[config.mk]
export PLATFORM = sky130hd
export DESIGN_NAME = mpio_top
export DESIGN_NICKNAME = d
export VERILOG_FILES = /design/src/inc/mpio_pkg.sv /design/src/design/mpio_top.sv
export SDC_FILE = /design/constraint.sdc
export NUM_CORES = 1
export LEC_CHECK = 0
export BUFFER_PORTS_ARGS = -buffer_cell sky130_fd_sc_hd__buf_2
export CORE_ASPECT_RATIO = 1.4
export CORE_UTILIZATION = 30
export CTS_CLUSTER_SIZE = 25
export DETAILED_ROUTE_END_ITERATION = 6
export PLACE_DENSITY_LB_ADDON = 0.2
export SLEW_MARGIN = 20
export SYNTH_ARGS = -nofsm -noshare
export SYNTH_HDL_FRONTEND = slang
export SYNTH_SLANG_ARGS = --single-unit
[constraint.sdc]
create_clock -name clk -period 2.11 [get_ports clk]
set_input_delay 0.633 -clock clk [delete_from_list [all_inputs] [get_ports clk]]
set_output_delay 0.633 -clock clk [all_outputs]
set_load 0.05 [all_outputs]
[src/inc/mpio_pkg.sv]
// Constants and carrier types for the multi-port pin I/O block.
// Assumes a 32-bit Avalon-MM register bus with byte addresses.
`default_nettype none
package mpio_pkg;
	// ============================================================
	// Bus and register indices (byte address = 4 * index)
	localparam int MPIO_ADDR_W = 10;
	localparam int MPIO_DATA_W = 32;
	localparam int MPIO_REG_W = 8;
	localparam logic [7:0] MPIO_IDX_IRQ_DATA = 8'h06;
	localparam logic [7:0] MPIO_IDX_SHARED_DATA = 8'h07;
	localparam logic [7:0] MPIO_IDX_PAR_DATA = 8'h08;
	localparam logic [7:0] MPIO_IDX_CTL_DATA = 8'h09;
	localparam logic [7:0] MPIO_IDX_OPTION = 8'h81;
	localparam logic [7:0] MPIO_IDX_IRQ_DIR = 8'h86;
	localparam logic [7:0] MPIO_IDX_SHARED_DIR = 8'h87;
	localparam logic [7:0] MPIO_IDX_PAR_DIR = 8'h88;
	localparam logic [7:0] MPIO_IDX_CTL_DIR = 8'h89;
	localparam logic [7:0] MPIO_IDX_STATUS = 8'h90;
	localparam logic [1:0] MPIO_WORD_LSB = 2'h0;
	// ============================================================
	// Reset values
	localparam logic [7:0] MPIO_DIR_RST = 8'hFF;
	localparam logic [7:0] MPIO_OPTION_RST = 8'hFF;
	localparam logic [7:0] MPIO_LATCH_RST = 8'h00;
	localparam logic [2:0] MPIO_CTL_DIR_RST = 3'h7;
	localparam logic MPIO_LVP_RST = 1'b1;
	// ============================================================
	// Field positions
	localparam int MPIO_OPT_PULLUP_DIS = 7;
	localparam int MPIO_OPT_INT_EDGE = 6;
	localparam int MPIO_CTL_IBF = 7;
	localparam int MPIO_CTL_OBF = 6;
	localparam int MPIO_CTL_INPUT_OVERFLOW = 5;
	localparam int MPIO_CTL_PSP_MODE = 4;
	localparam int MPIO_STAT_CHANGE = 0;
	localparam int MPIO_STAT_LVP = 1;
	localparam int MPIO_PIN_EXT_IRQ = 0;
	localparam int MPIO_PIN_LVP = 3;
	localparam int MPIO_PIN_PGC = 6;
	localparam int MPIO_PIN_PGD = 7;
	localparam int MPIO_PIN_T1CK = 0;
	localparam int MPIO_PIN_T1OSI = 1;
	localparam int MPIO_PIN_CCP1 = 2;
	localparam int MPIO_PIN_SCK = 3;
	localparam int MPIO_PIN_SDI = 4;
	localparam int MPIO_PIN_CK = 6;
	localparam int MPIO_PIN_RX = 7;
	localparam int MPIO_PIN_RD = 0;
	localparam int MPIO_PIN_WR = 1;
	localparam int MPIO_PIN_CS = 2;
	// ============================================================
	// Carrier types
	typedef struct packed {
		logic [7:0] sel;
		logic [7:0] oe;
		logic [7:0] dout;
	} mpio_periph_t;
	typedef struct packed {
		logic [7:0] dout;
		logic [7:0] oe;
	} mpio_pin8_t;
	typedef struct packed {
		logic [2:0] dout;
		logic [2:0] oe;
	} mpio_pin3_t;
	typedef struct packed {
		logic rd_n;
		logic wr_n;
		logic cs_n;
	} mpio_psp_ctl_t;
	typedef struct packed {
		logic t1_clk;
		logic t1_osc_in;
		logic ccp2_in;
		logic ccp1_in;
		logic sck_in;
		logic sdi_in;
		logic ck_in;
		logic rx_in;
	} mpio_serial_in_t;
endpackage
`default_nettype wire

[src/design/mpio_top.sv]
// Pin I/O logic for the interrupt, shared, parallel and control ports.
// Assumes an Avalon-MM master on clk, pins resolved by the bench from oe.
//
// Our own choice: the Avalon-MM register port.
`default_nettype none
module mpio_top (
	// Clock and reset
	input wire logic clk,
	input wire logic rst_b,
	// Avalon-MM slave
	input wire logic [mpio_pkg::MPIO_ADDR_W-1:0] avs_address,
	input wire logic avs_read,
	input wire logic avs_write,
	input wire logic [mpio_pkg::MPIO_DATA_W-1:0] avs_writedata,
	input wire logic [3:0] avs_byteenable,
	output logic [mpio_pkg::MPIO_DATA_W-1:0] avs_readdata,
	output logic avs_waitrequest,
	// Interrupt-capable port pins
	input wire logic [7:0] irq_port_in,
	output mpio_pkg::mpio_pin8_t irq_port_drive,
	output logic [7:0] irq_port_pullup,
	// Shared port pins and peripherals
	input wire logic [7:0] shared_port_in,
	output mpio_pkg::mpio_pin8_t shared_port_drive,
	input wire mpio_pkg::mpio_periph_t shared_periph,
	output mpio_pkg::mpio_serial_in_t shared_periph_in,
	input wire logic i2c_enable,
	input wire logic serial_cke,
	output logic shared_smbus_levels,
	// Parallel port pins
	input wire logic [7:0] parallel_port_in,
	output mpio_pkg::mpio_pin8_t parallel_port_drive,
	output logic [7:0] parallel_port_pins,
	output logic parallel_slave_select,
	output logic port_ttl_buffers,
	// Control port pins and slave-port status
	input wire logic [2:0] control_port_in,
	output mpio_pkg::mpio_pin3_t control_port_drive,
	input wire logic [2:0] control_analog,
	output mpio_pkg::mpio_psp_ctl_t psp_ctl,
	input wire logic input_buffer_full,
	input wire logic output_buffer_full,
	// Special functions
	output logic [7:0] option_value,
	output logic external_irq_pin,
	output logic external_irq_rising,
	output logic change_irq_flag,
	input wire logic change_flag_clear,
	output logic low_voltage_programming,
	output logic lowvolt_prog_pin,
	output logic prog_clock_pin,
	output logic prog_data_pin
);
	import mpio_pkg::*;

	function automatic logic reg_hit(input logic [MPIO_ADDR_W-1:0] addr, input logic [7:0] idx);
		reg_hit = (addr[MPIO_ADDR_W-1:2] == idx) && (addr[1:0] == MPIO_WORD_LSB);
	endfunction

	function automatic logic [7:0] mux_drive(input logic [7:0] sel, input logic [7:0] a, input logic [7:0] b);
		mux_drive = (sel & a) | (~sel & b);
	endfunction

	// ============================================================
	// Input synchronisers
	localparam int SYNC_W = 27;
	logic [SYNC_W-1:0] sync_meta;
	logic [SYNC_W-1:0] sync_pins;
	wire [SYNC_W-1:0] raw_pins = {control_port_in, parallel_port_in, shared_port_in, irq_port_in};
	always_ff @(posedge clk or negedge rst_b) begin
		if (!rst_b) begin
			sync_meta <= '0;
			sync_pins <= '0;
		end else begin
			sync_meta <= raw_pins;
			sync_pins <= sync_meta;
		end
	end
	wire [7:0] irq_pins = sync_pins[7:0];
	wire [7:0] shared_pins = sync_pins[15:8];
	wire [7:0] par_pins = sync_pins[23:16];
	wire [2:0] ctl_pins = sync_pins[26:24];

	// ============================================================
	// Bus handshake: one wait cycle per access
	logic ack;
	wire req = avs_read | avs_write;
	assign avs_waitrequest = req & ~ack;
	wire wr_fire = avs_write & ack & avs_byteenable[0];
	wire rd_fire = avs_read & ack;
	always_ff @(posedge clk or negedge rst_b) begin
		if (!rst_b)
			ack <= 1'b0;
		else
			ack <= req & ~ack;
	end
	wire [7:0] wdat = avs_writedata[7:0];
	wire hit_irq_data = reg_hit(avs_address, MPIO_IDX_IRQ_DATA);
	wire hit_sh_data = reg_hit(avs_address, MPIO_IDX_SHARED_DATA);
	wire hit_par_data = reg_hit(avs_address, MPIO_IDX_PAR_DATA);
	wire hit_ctl_data = reg_hit(avs_address, MPIO_IDX_CTL_DATA);
	wire hit_option = reg_hit(avs_address, MPIO_IDX_OPTION);
	wire hit_irq_dir = reg_hit(avs_address, MPIO_IDX_IRQ_DIR);
	wire hit_sh_dir = reg_hit(avs_address, MPIO_IDX_SHARED_DIR);
	wire hit_par_dir = reg_hit(avs_address, MPIO_IDX_PAR_DIR);
	wire hit_ctl_dir = reg_hit(avs_address, MPIO_IDX_CTL_DIR);
	wire hit_status = reg_hit(avs_address, MPIO_IDX_STATUS);

	// ============================================================
	// Configuration registers
	logic [7:0] option_reg;
	logic [7:0] irq_dir;
	logic [7:0] sh_dir;
	logic [7:0] par_dir;
	logic [2:0] ctl_dir;
	logic psp_mode;
	logic input_overflow;
	logic lvp_en;
	always_ff @(posedge clk or negedge rst_b) begin
		if (!rst_b) begin
			option_reg <= MPIO_OPTION_RST;
			irq_dir <= MPIO_DIR_RST;
			sh_dir <= MPIO_DIR_RST;
			par_dir <= MPIO_DIR_RST;
			ctl_dir <= MPIO_CTL_DIR_RST;
			psp_mode <= 1'b0;
			input_overflow <= 1'b0;
			lvp_en <= MPIO_LVP_RST;
		end else if (wr_fire) begin
			if (hit_option)
				option_reg <= wdat;
			if (hit_irq_dir)
				irq_dir <= wdat;
			if (hit_sh_dir)
				sh_dir <= wdat;
			if (hit_par_dir)
				par_dir <= wdat;
			if (hit_ctl_dir) begin
				ctl_dir <= wdat[2:0];
				psp_mode <= wdat[MPIO_CTL_PSP_MODE];
				input_overflow <= wdat[MPIO_CTL_INPUT_OVERFLOW];
			end
			if (hit_status)
				lvp_en <= wdat[MPIO_STAT_LVP];
		end
	end

	// ============================================================
	// Data latches, cleared only by the power-on reset
	logic [7:0] irq_latch;
	logic [7:0] sh_latch;
	logic [7:0] par_latch;
	logic [2:0] ctl_latch;
	always_ff @(posedge clk or negedge rst_b) begin
		if (!rst_b) begin
			irq_latch <= MPIO_LATCH_RST;
			sh_latch <= MPIO_LATCH_RST;
			par_latch <= MPIO_LATCH_RST;
			ctl_latch <= MPIO_LATCH_RST[2:0];
		end else if (wr_fire) begin
			if (hit_irq_data)
				irq_latch <= wdat;
			if (hit_sh_data)
				sh_latch <= wdat;
			if (hit_par_data)
				par_latch <= wdat;
			if (hit_ctl_data)
				ctl_latch <= wdat[2:0];
		end
	end

	// ============================================================
	// Interrupt-capable port
	wire [7:0] lvp_mask = lvp_en ? (8'h01 << MPIO_PIN_LVP) : 8'h00;
	assign irq_port_drive.dout = irq_latch;
	assign irq_port_drive.oe = ~irq_dir & ~lvp_mask;
	assign irq_port_pullup = option_reg[MPIO_OPT_PULLUP_DIS] ? 8'h00 : irq_dir;
	wire [7:0] irq_read = irq_pins & ~lvp_mask;
	assign external_irq_pin = irq_pins[MPIO_PIN_EXT_IRQ];
	assign lowvolt_prog_pin = lvp_en & irq_pins[MPIO_PIN_LVP];
	assign low_voltage_programming = lvp_en;
	assign prog_clock_pin = irq_pins[MPIO_PIN_PGC];
	assign prog_data_pin = irq_pins[MPIO_PIN_PGD];
	assign option_value = option_reg;

	// External interrupt edge, polarity from the edge-select bit
	logic ext_prev;
	wire ext_now = irq_pins[MPIO_PIN_EXT_IRQ] ~^ option_reg[MPIO_OPT_INT_EDGE];
	assign external_irq_rising = ext_now & ~ext_prev;
	always_ff @(posedge clk or negedge rst_b) begin
		if (!rst_b)
			ext_prev <= 1'b1;
		else
			ext_prev <= ext_now;
	end

	// Change detection on the upper nibble
	logic [3:0] last_read;
	logic change_flag;
	wire port_touch = (rd_fire | wr_fire) & hit_irq_data;
	wire [3:0] mismatch = (irq_pins[7:4] ^ last_read) & irq_dir[7:4];
	wire change_set = |mismatch;
	wire change_clr = change_flag_clear | (wr_fire & hit_status & wdat[MPIO_STAT_CHANGE]);
	wire next_change_flag = change_set | (change_flag & ~change_clr);
	always_ff @(posedge clk or negedge rst_b) begin
		if (!rst_b) begin
			last_read <= '0;
			change_flag <= 1'b0;
		end else begin
			if (port_touch)
				last_read <= irq_pins[7:4];
			change_flag <= next_change_flag;
		end
	end
	assign change_irq_flag = change_flag;

	// ============================================================
	// Shared port with peripheral override
	wire [7:0] sh_sel = shared_periph.sel;
	wire [7:0] sh_periph_oe = sh_sel & shared_periph.oe;
	assign shared_port_drive.oe = mux_drive(sh_sel, sh_periph_oe, ~sh_dir);
	assign shared_port_drive.dout = mux_drive(sh_sel, shared_periph.dout, sh_latch);
	wire [7:0] sh_dir_read = mux_drive(sh_sel, ~shared_periph.oe, sh_dir);
	assign shared_periph_in.t1_clk = shared_pins[MPIO_PIN_T1CK];
	assign shared_periph_in.t1_osc_in = shared_pins[MPIO_PIN_T1OSI];
	assign shared_periph_in.ccp2_in = shared_pins[MPIO_PIN_T1OSI];
	assign shared_periph_in.ccp1_in = shared_pins[MPIO_PIN_CCP1];
	assign shared_periph_in.sck_in = shared_pins[MPIO_PIN_SCK];
	assign shared_periph_in.sdi_in = shared_pins[MPIO_PIN_SDI];
	assign shared_periph_in.ck_in = shared_pins[MPIO_PIN_CK];
	assign shared_periph_in.rx_in = shared_pins[MPIO_PIN_RX];
	assign shared_smbus_levels = i2c_enable & serial_cke;

	// ============================================================
	// Parallel port and slave-port mode
	wire [7:0] par_gpio_oe = psp_mode ? 8'h00 : ~par_dir;
	assign parallel_port_drive.oe = par_gpio_oe;
	assign parallel_port_drive.dout = par_latch;
	assign parallel_port_pins = par_pins;
	assign parallel_slave_select = psp_mode;
	assign port_ttl_buffers = psp_mode;

	// ============================================================
	// Control port
	wire [2:0] ctl_digital = ~control_analog;
	assign control_port_drive.oe = ~ctl_dir;
	assign control_port_drive.dout = ctl_latch;
	wire [2:0] ctl_read = ctl_pins & ctl_digital;
	assign psp_ctl.rd_n = ~psp_mode | ctl_read[MPIO_PIN_RD];
	assign psp_ctl.wr_n = ~psp_mode | ctl_read[MPIO_PIN_WR];
	assign psp_ctl.cs_n = ~psp_mode | ctl_read[MPIO_PIN_CS];
	wire [7:0] ctl_dir_read = {input_buffer_full, output_buffer_full, input_overflow, psp_mode, 1'b0, ctl_dir};

	// ============================================================
	// Read data, captured on the wait cycle
	wire [7:0] status_read = {6'h00, lvp_en, change_flag};
	logic [7:0] rd_sel;
	always_comb begin
		rd_sel = 8'h00;
		unique case (1'b1)
			hit_irq_data: rd_sel = irq_read;
			hit_sh_data: rd_sel = shared_pins;
			hit_par_data: rd_sel = par_pins;
			hit_ctl_data: rd_sel = {5'h00, ctl_read};
			hit_option: rd_sel = option_reg;
			hit_irq_dir: rd_sel = irq_dir;
			hit_sh_dir: rd_sel = sh_dir_read;
			hit_par_dir: rd_sel = par_dir;
			hit_ctl_dir: rd_sel = ctl_dir_read;
			hit_status: rd_sel = status_read;
			default: rd_sel = 8'h00;
		endcase
	end
	always_ff @(posedge clk or negedge rst_b) begin
		if (!rst_b)
			avs_readdata <= '0;
		else if (avs_read & ~ack)
			avs_readdata <= {24'h000000, rd_sel};
	end
endmodule
`default_nettype wire

# Yosys cells after proc, flatten, opt, wreduce, memory -nomap -nowiden
# Index checks and enable logic that the tools add are counted.
[totals]
reg_bits = 134
out_inout_bits = 132
input_bits = 109
elab_cells = 102
[op_classes]
reduce_logical = 22
n_eq_ne = 10
muxes = 4
n_bitwise = 47
[ops]
columns = ["operator", "n"]
rows = [
  ["one-hot mux 8 bit (10 select lines)", 1],
  ["bitwise AND 8 bit", 9],
  ["== test 8 bit, second input constant", 6],
  ["NOT 8 bit", 5],
  ["OR 8 bit", 3],
  ["AND reduction 2 bit", 10],
  ["== test 8 x 3 -> 1 bit, second input constant", 2],
  ["== test 8 x 4 -> 1 bit, second input constant", 2],
  ["2-to-1 mux 8 bit", 2],
  ["bitwise AND 1 bit", 12],
  ["logical AND 1 bit", 10],
  ["NOT 4 -> 8 bit", 1],
  ["OR 1 bit", 7],
  ["NOT 3 bit", 2],
  ["bitwise AND 4 bit", 1],
  ["2-to-1 mux 4 bit", 1],
  ["NOT 1 bit", 4],
  ["OR reduction 4 bit", 1],
  ["bitwise XOR 4 bit", 1],
  ["bitwise AND 3 bit", 1],
  ["logical NOT 2 bit", 1],
  ["XNOR 1 bit", 1],
]

# Depth between registers and ports, before layout
# Gate-level depths: netlist (run 1).
[logic_depth]
word_depth = 8
ltp_mapped = 7
mapped_depth_nobuf = 5

# Least setup slack after synthesis (run 1)
# No wires, ideal clock.
[synth_path]
kind = "input to register"
start = "input shared_periph[22] in the netlist's numbering"
end = "register avs_readdata[6] in the netlist's numbering"
setup_ps = 129
arrival_ps = 2360
stages = 4
path_slack_ps = -379
path_buffers = 0
t_required_ps = 1981
cell_sequence = "o21ai_0 -> mux2i_1 -> a221oi_1 -> a21oi_1"
[synth_via]
elab_chain_len = 4
elab_cells_between_ends = 5
classes_between = "mux: 1; bitwise: 4"
[synth_lines]
columns = ["element", "line", "text"]
rows = [
  ["from (decl)", "mpio_top.sv:25", "input wire mpio_pkg::mpio_periph_t shared_periph,"],
  ["NOT 8 bit", "mpio_top.sv:61", "mux_drive = (sel & a) | (~sel & b);"],
  ["bitwise AND 8 bit", "mpio_top.sv:61", ""],
  ["OR 8 bit (*)", "mpio_top.sv:61", ""],
  ["one-hot mux 8 bit (10 select lines) (*)", "mpio_top.sv:260", "unique case (1'b1)"],
  ["to (signal assigned)", "mpio_top.sv:278", "avs_readdata <= {24'h000000, rd_sel};"],
  ["to (decl)", "mpio_top.sv:16", "output logic [mpio_pkg::MPIO_DATA_W-1:0] avs_readdata,"],
]
# Every way passes the cells marked *; elsewhere a longest branch is shown, timed or not.
# A chain may end at the register's enable or synchronous reset.

# Final worst setup path (run 1)
[layout_path]
start = "register option_reg[6] (netlist: option_value[6])"
end = "output external_irq_rising"
[layout_via]
elab_chain_len = 2
[layout_lines]
columns = ["element", "line", "text"]
rows = [
  ["from (decl)", "mpio_top.sv:111", "logic [7:0] option_reg;"],
  ["from (signal assigned)", "mpio_top.sv:131", "option_reg <= wdat;"],
  ["XNOR 1 bit", "mpio_top.sv:188", "wire ext_now = irq_pins[MPIO_PIN_EXT_IRQ] ~^ option_reg[MPIO_OPT_INT_EDGE];"],
  ["named net ext_now", "mpio_top.sv:188", ""],
  ["bitwise AND 1 bit", "mpio_top.sv:189", "assign external_irq_rising = ext_now & ~ext_prev;"],
  ["to (decl)", "mpio_top.sv:46", "output logic external_irq_rising,"],
]
# The timed path passes the listed nets, and every way through them passes these cells.

==> results.yml, run 1 <==
status:
  status: "completed"
floorplan:
  row_count: 60
  die_w_um: 121
  die_area_um2: 20300
  fp.dieH_um: 168
  ios: 241
  coreArea_um2: 19200
  initial_core_util: 0.307
cells_and_area:
  final_cell_mix: "183 x buf_2, 97 x dfrtp_1, 69 x mux2_2"
  fillCellCount: 1886
  n_antenna_cell: 0
  utilization: 0.423
  reg_top3: "sync_meta x27, sync_pins x27"
  fin_area_um2: 8140
  drive_gt1_frac: 0.598
  fin_nets: 812
  mostFrequentLayoutCell: "buf_2"
  areaGrowthSynthToFinish_pct: 37.8
yosys:
  synth-seq-cells: 134
  syn_avg_cell_area_um2: 12.7
  async_flop_share: 1.00
  syn_inst: 466
  synth_cell_types: 48
  ys.flop_type: "dfrtp_1"
  synth_area_um2: 5910
  ys_seq_area_frac: 0.576
  ys_warn_count: 0
  synth_edf_count: 0
route:
  viasPerCell: 4.63
  dr.pass1.iters: 6
  detail-route-antenna-nets: 0
  dr.first_iter.drc_count: 152
  wl_per_cell_um: 19.1
  vias: 4468
  route.detailed.drc: 0
  finalWirelength_um: 18400
timing:
  setup_violations: 0
  fmax_mhz: 477
  final.setup_skew_ps: 8.29
  rsz0062_at_grt: "true"
  drv_slew: 0
  fin_ws_ps: 12.5
  period_share: 0.994
  fin_hold_ws_ps: 127
  finalCriticalPeriod_ps: 2100
  hold_violations: 0
grt:
  grt_pass1_vias: 4630
  grt_pass1_wl_um: 27800
  grt_max_degree: 46
  grtUsageTotal: 0.189
  antenna_found_initial: 0
  gr-total-overflow: 0
clocking:
  cts_buffer_depth: 2
  htree_levels: 4
  cts_buffers: 17
  cts_hold_buf: 0
  cts.sinks: 134
  clock_latency_ps: 420
  cts_root_buffer: "clkbuf_16"
  cts.clk_slew.worst_paths_ps: 60
  cts_tree: "yes"
worst_setup_path:
  start_kind: "register"
  critPathArrivalTime_ps: 1460
  cp_max_fo: 2
  crit_buf_inv: 1
  critical_path_required_ps: 1480
  crit_path_cell_trace: "xnor2_2 > nor2b_4 > buf_8"
  critPathMaxStageDelay_ps: 570
  end_kind: "output pin"
  critPathSlowestCell: "dfstp_2"
  critPathKind: "register to output pin"
  worst_path_dominant_cell_family: "flip-flops"
placement:
  io_buffers: 189
  postPlaceCellArea_um2: 7500
  dp_hpwl_um: 14300
  gp_congestion: 0.838
  post-place-ws_ps: -355
power:
  peakVddDrop_mv: 0.505
  power.leakage_uw: 0.00397
  power.density_nw_per_um2: 806
  p_total_uw: 6560
job:
  cap_violations: 0
min_path:
  hp-class: "primary input to asynchronous set/reset pin"
cell usage after synthesis, drive strengths merged (7+ instances only):
cell type / instances / share of area
mux2i: 10 / 0.017
nand2: 21 / 0.014
mux2: 77 / 0.15
nor2: 39 / 0.029
o21ai: 18 / 0.015
clkbuf: 7 / 0.0044
inv: 18 / 0.011
dfrtp: 97 / 0.41
nand3: 10 / 0.0085
buf: 47 / 0.058
a21oi: 7 / 0.0059
dfstp: 37 / 0.16
worst register-to-register path, cell delays in order, from the launching register on:
cell and delay [ps]:
dfrtp_1 430, nand3_1 170, nor2_1 130, buf_4 190, nand3_2 130, buf_4 190, mux2_2 270
what timing repair did:
| action | CTS | global route |
|---|---|---|
| pin swaps | 0 | 1 |
| setup endpoints to repair | 3 | 10 |
| resized for setup | 6 | 6 |
| setup buffers | 0 | 1 |
layer usage:
layer | share of wire | global-route usage | wire length (µm) | up-vias
met1 | 0.39 | 0.218 | 7230 | 2240
met3 | 0.052 | 0.0393 | 958 | 17
li1 | - | - | - | 2039
met4 | 0.017 | 0.0698 | 318 | 0
met5 | 0 | 0 | 0 | -
met2 | 0.54 | 0.342 | 9870 | 172
kinds of logic (layout without fill, tap and decap cells):
logic type	Yosys count	after routing	synth area share
mux	89	89	0.171
other cells	1	24	0.000635
simple gates	106	106	0.104
compound gates	59	59	0.0674
flops	134	134	0.576
buf+inv	72	299	0.0735
xor+xnor	5	5	0.00741
where the power goes:
group / switching [µW] / total, µW / internal (µW)
Clock: 1130 / 2960 / 1830
Combinational: 633 / 877 / 244
Sequential: 49.5 / 2710 / 2670
Total: 1810 / 6560 / 4740
metrics by stage:
step / std cells / setup TNS, ps
4_1_cts: 963 / -4.83
5_1_grt: 964 / -51.4
3_5_place_dp: 931 / -17440
2_1_floorplan: 489 / -3780
3_3_place_gp: 931 / -16860
6_report: 964 / 0
cell type report:
type                       instances  area, µm²  area share
sequential                       134       3400       0.418
inverter                          18       67.6     0.00830
multi-input combinational        283       2260       0.278
tap                              248        310      0.0381
clock inverter                    11        124      0.0152
timing repair buffer             249       1500       0.184
clock buffer                      21        470      0.0578
final timing paths:
| path | from | to | slack [ps] | depth (start not counted) |
|---|---|---|---|---|
| worst min register to register | sync_meta[10] | sync_pins[10] | 350 | 0 |
| max in group asynchronous | rst_b | option_value[1] | 1350 | 2 |
| min in group clk | irq_port_in[5] | sync_meta[5] | 310 | 1 |
| worst max register to register | ack | par_dir[5] | 530 | 6 |
| worst max-delay path | option_value[6] | external_irq_rising | 10 | 3 |
| worst min-delay path | rst_b | sync_pins[18] | 130 | 1 |
No activity file was read; power rests on OpenSTA's default activity.
==> run 2, diff against run 1 <==
CORE_UTILIZATION = 48   (was 30)
==> results.yml, run 2 (synthesis gave the netlist of run 1 again) <==
route:
  dr.pass1.iters: 4
  finalWirelength_um: 16800
  wl_per_cell_um: 19.8
  detail-route-antenna-nets: 0
  dr.first_iter.drc_count: 137
  vias: 4377
  route.detailed.drc: 0
  viasPerCell: 5.16
clocking:
  clock_latency_ps: 420
  cts_tree: "yes"
  cts.clk_slew.worst_paths_ps: 60
  cts_buffer_depth: 2
  htree_levels: 4
  cts_root_buffer: "clkbuf_16"
  cts_hold_buf: 0
  cts_buffers: 17
  cts.sinks: 134
timing:
  timing.setup.tns_ps: 0
  final.setup_skew_ps: 15.7
  fmax_mhz: 478
  hold_violations: 0
  rsz0062_at_grt: "true"
  drv_slew: 0
  period_share: 0.992
  finalCriticalPeriod_ps: 2090
  setup_violations: 0
cells_and_area:
  mostFrequentLayoutCell: "buf_2"
  fin_cells: 848
  n_antenna_cell: 0
  fin_area_um2: 7930
  drive_gt1_frac: 0.589
  areaGrowthSynthToFinish_pct: 34.2
  utilization: 0.667
  fin_nets: 797
  reg_top3: "sync_meta x27, sync_pins x27"
  final_cell_mix: "184 x buf_2, 97 x dfrtp_1, 69 x mux2_2"
placement:
  gp_congestion: 0.895
  dp_hpwl_um: 12600
  dp_cells: 815
  io_buffers: 189
  postPlaceCellArea_um2: 7240
worst_setup_path:
  critPathArrivalTime_ps: 1460
  r2r-end: "sh_dir[2]"
  critical_path_required_ps: 1480
  startpoint: "option_value[6]"
  r2r_cells: 4
  cp_max_fo: 2
  critPathKind: "register to output pin"
  reg2reg_from: "ack"
  end_kind: "output pin"
  start_kind: "register"
  crit_end: "external_irq_rising"
  regToRegSetupSlack_ps: 430
power:
  peakVddDrop_mv: 0.425
  power.leakage_uw: 0.00392
  power.density_nw_per_um2: 852
floorplan:
  fp.dieH_um: 133
  initial_core_util: 0.497
  ios: 241
  row_count: 47
  die_area_um2: 12800
  die_w_um: 95.7
  coreArea_um2: 11900
grt:
  antenna_found_initial: 0
  grt_pass1_wl_um: 25600
  grtUsageTotal: 0.280
  gr-total-overflow: 0
  grt_pass1_vias: 4556
  grt_max_degree: 61
job:
  cap_violations: 0
min_path:
  hp-class: "primary input to asynchronous set/reset pin"
status:
  status: "completed"
run 2: repair_timing:
| action | 4_1_cts | 5_1_grt |
|---|---|---|
| gates resized for setup | 5 | 5 |
| endpoints found under the hold margin | 0 | 0 |
| buffers inserted | 1 | 0 |
| setup endpoints to repair | 3 | 7 |
run 2: worst min-delay path by stage:
stage,end,slack (ps),depth (start not counted)
2_1_floorplan,sync_pins[0],330,0
3_3_place_gp,sync_pins[16],330,0
3_5_place_dp,sync_pins[22],340,0
4_1_cts,sync_pins[6],120,1
5_1_grt,sync_pins[6],130,1
6_report,sync_pins[6],120,1
run 2: layer usage:
layer  up-vias  GRT usage  part of all wire  routed length, µm
met2       171      0.497              0.54               9140
met3        12     0.0679             0.060               1000
met1      2178      0.330              0.38               6430
met4         0     0.0846             0.013                218
met5         -          0                 0                  0
li1       2016          -                 -                  -
run 2: per-stage QoR:
step	power, µW	setup WS [ps]	hold WS, ps
after floorplan	3320	-207	331
after global placement	3590	-373	332
after detailed placement	3600	-369	336
after CTS	6820	-23.7	122
after global routing	6980	-38.5	126
final	6750	17.4	121
run 2: area by class of cell:
type,count,area (µm²)
fill,966,3950
clock inverter,13,194
multi-input combinational,283,2260
inverter,18,67.6
timing repair buffer,234,1370
tap,147,184
clock buffer,19,443
sequential,134,3400
run 2: where the power goes:
| part | switching, µW | internal [µW] | total, µW |
|---|---|---|---|
| registers | 50.0 | 2660 | 2710 |
| clock network | 1170 | 2030 | 3200 |
| logic | 614 | 228 | 842 |
| total | 1830 | 4920 | 6750 |
run 2: critical path, cell delays in order (launching register included):
cell,delay (ps)
dfstp_2,590
xnor2_2,130
nor2b_4,180
buf_8,150
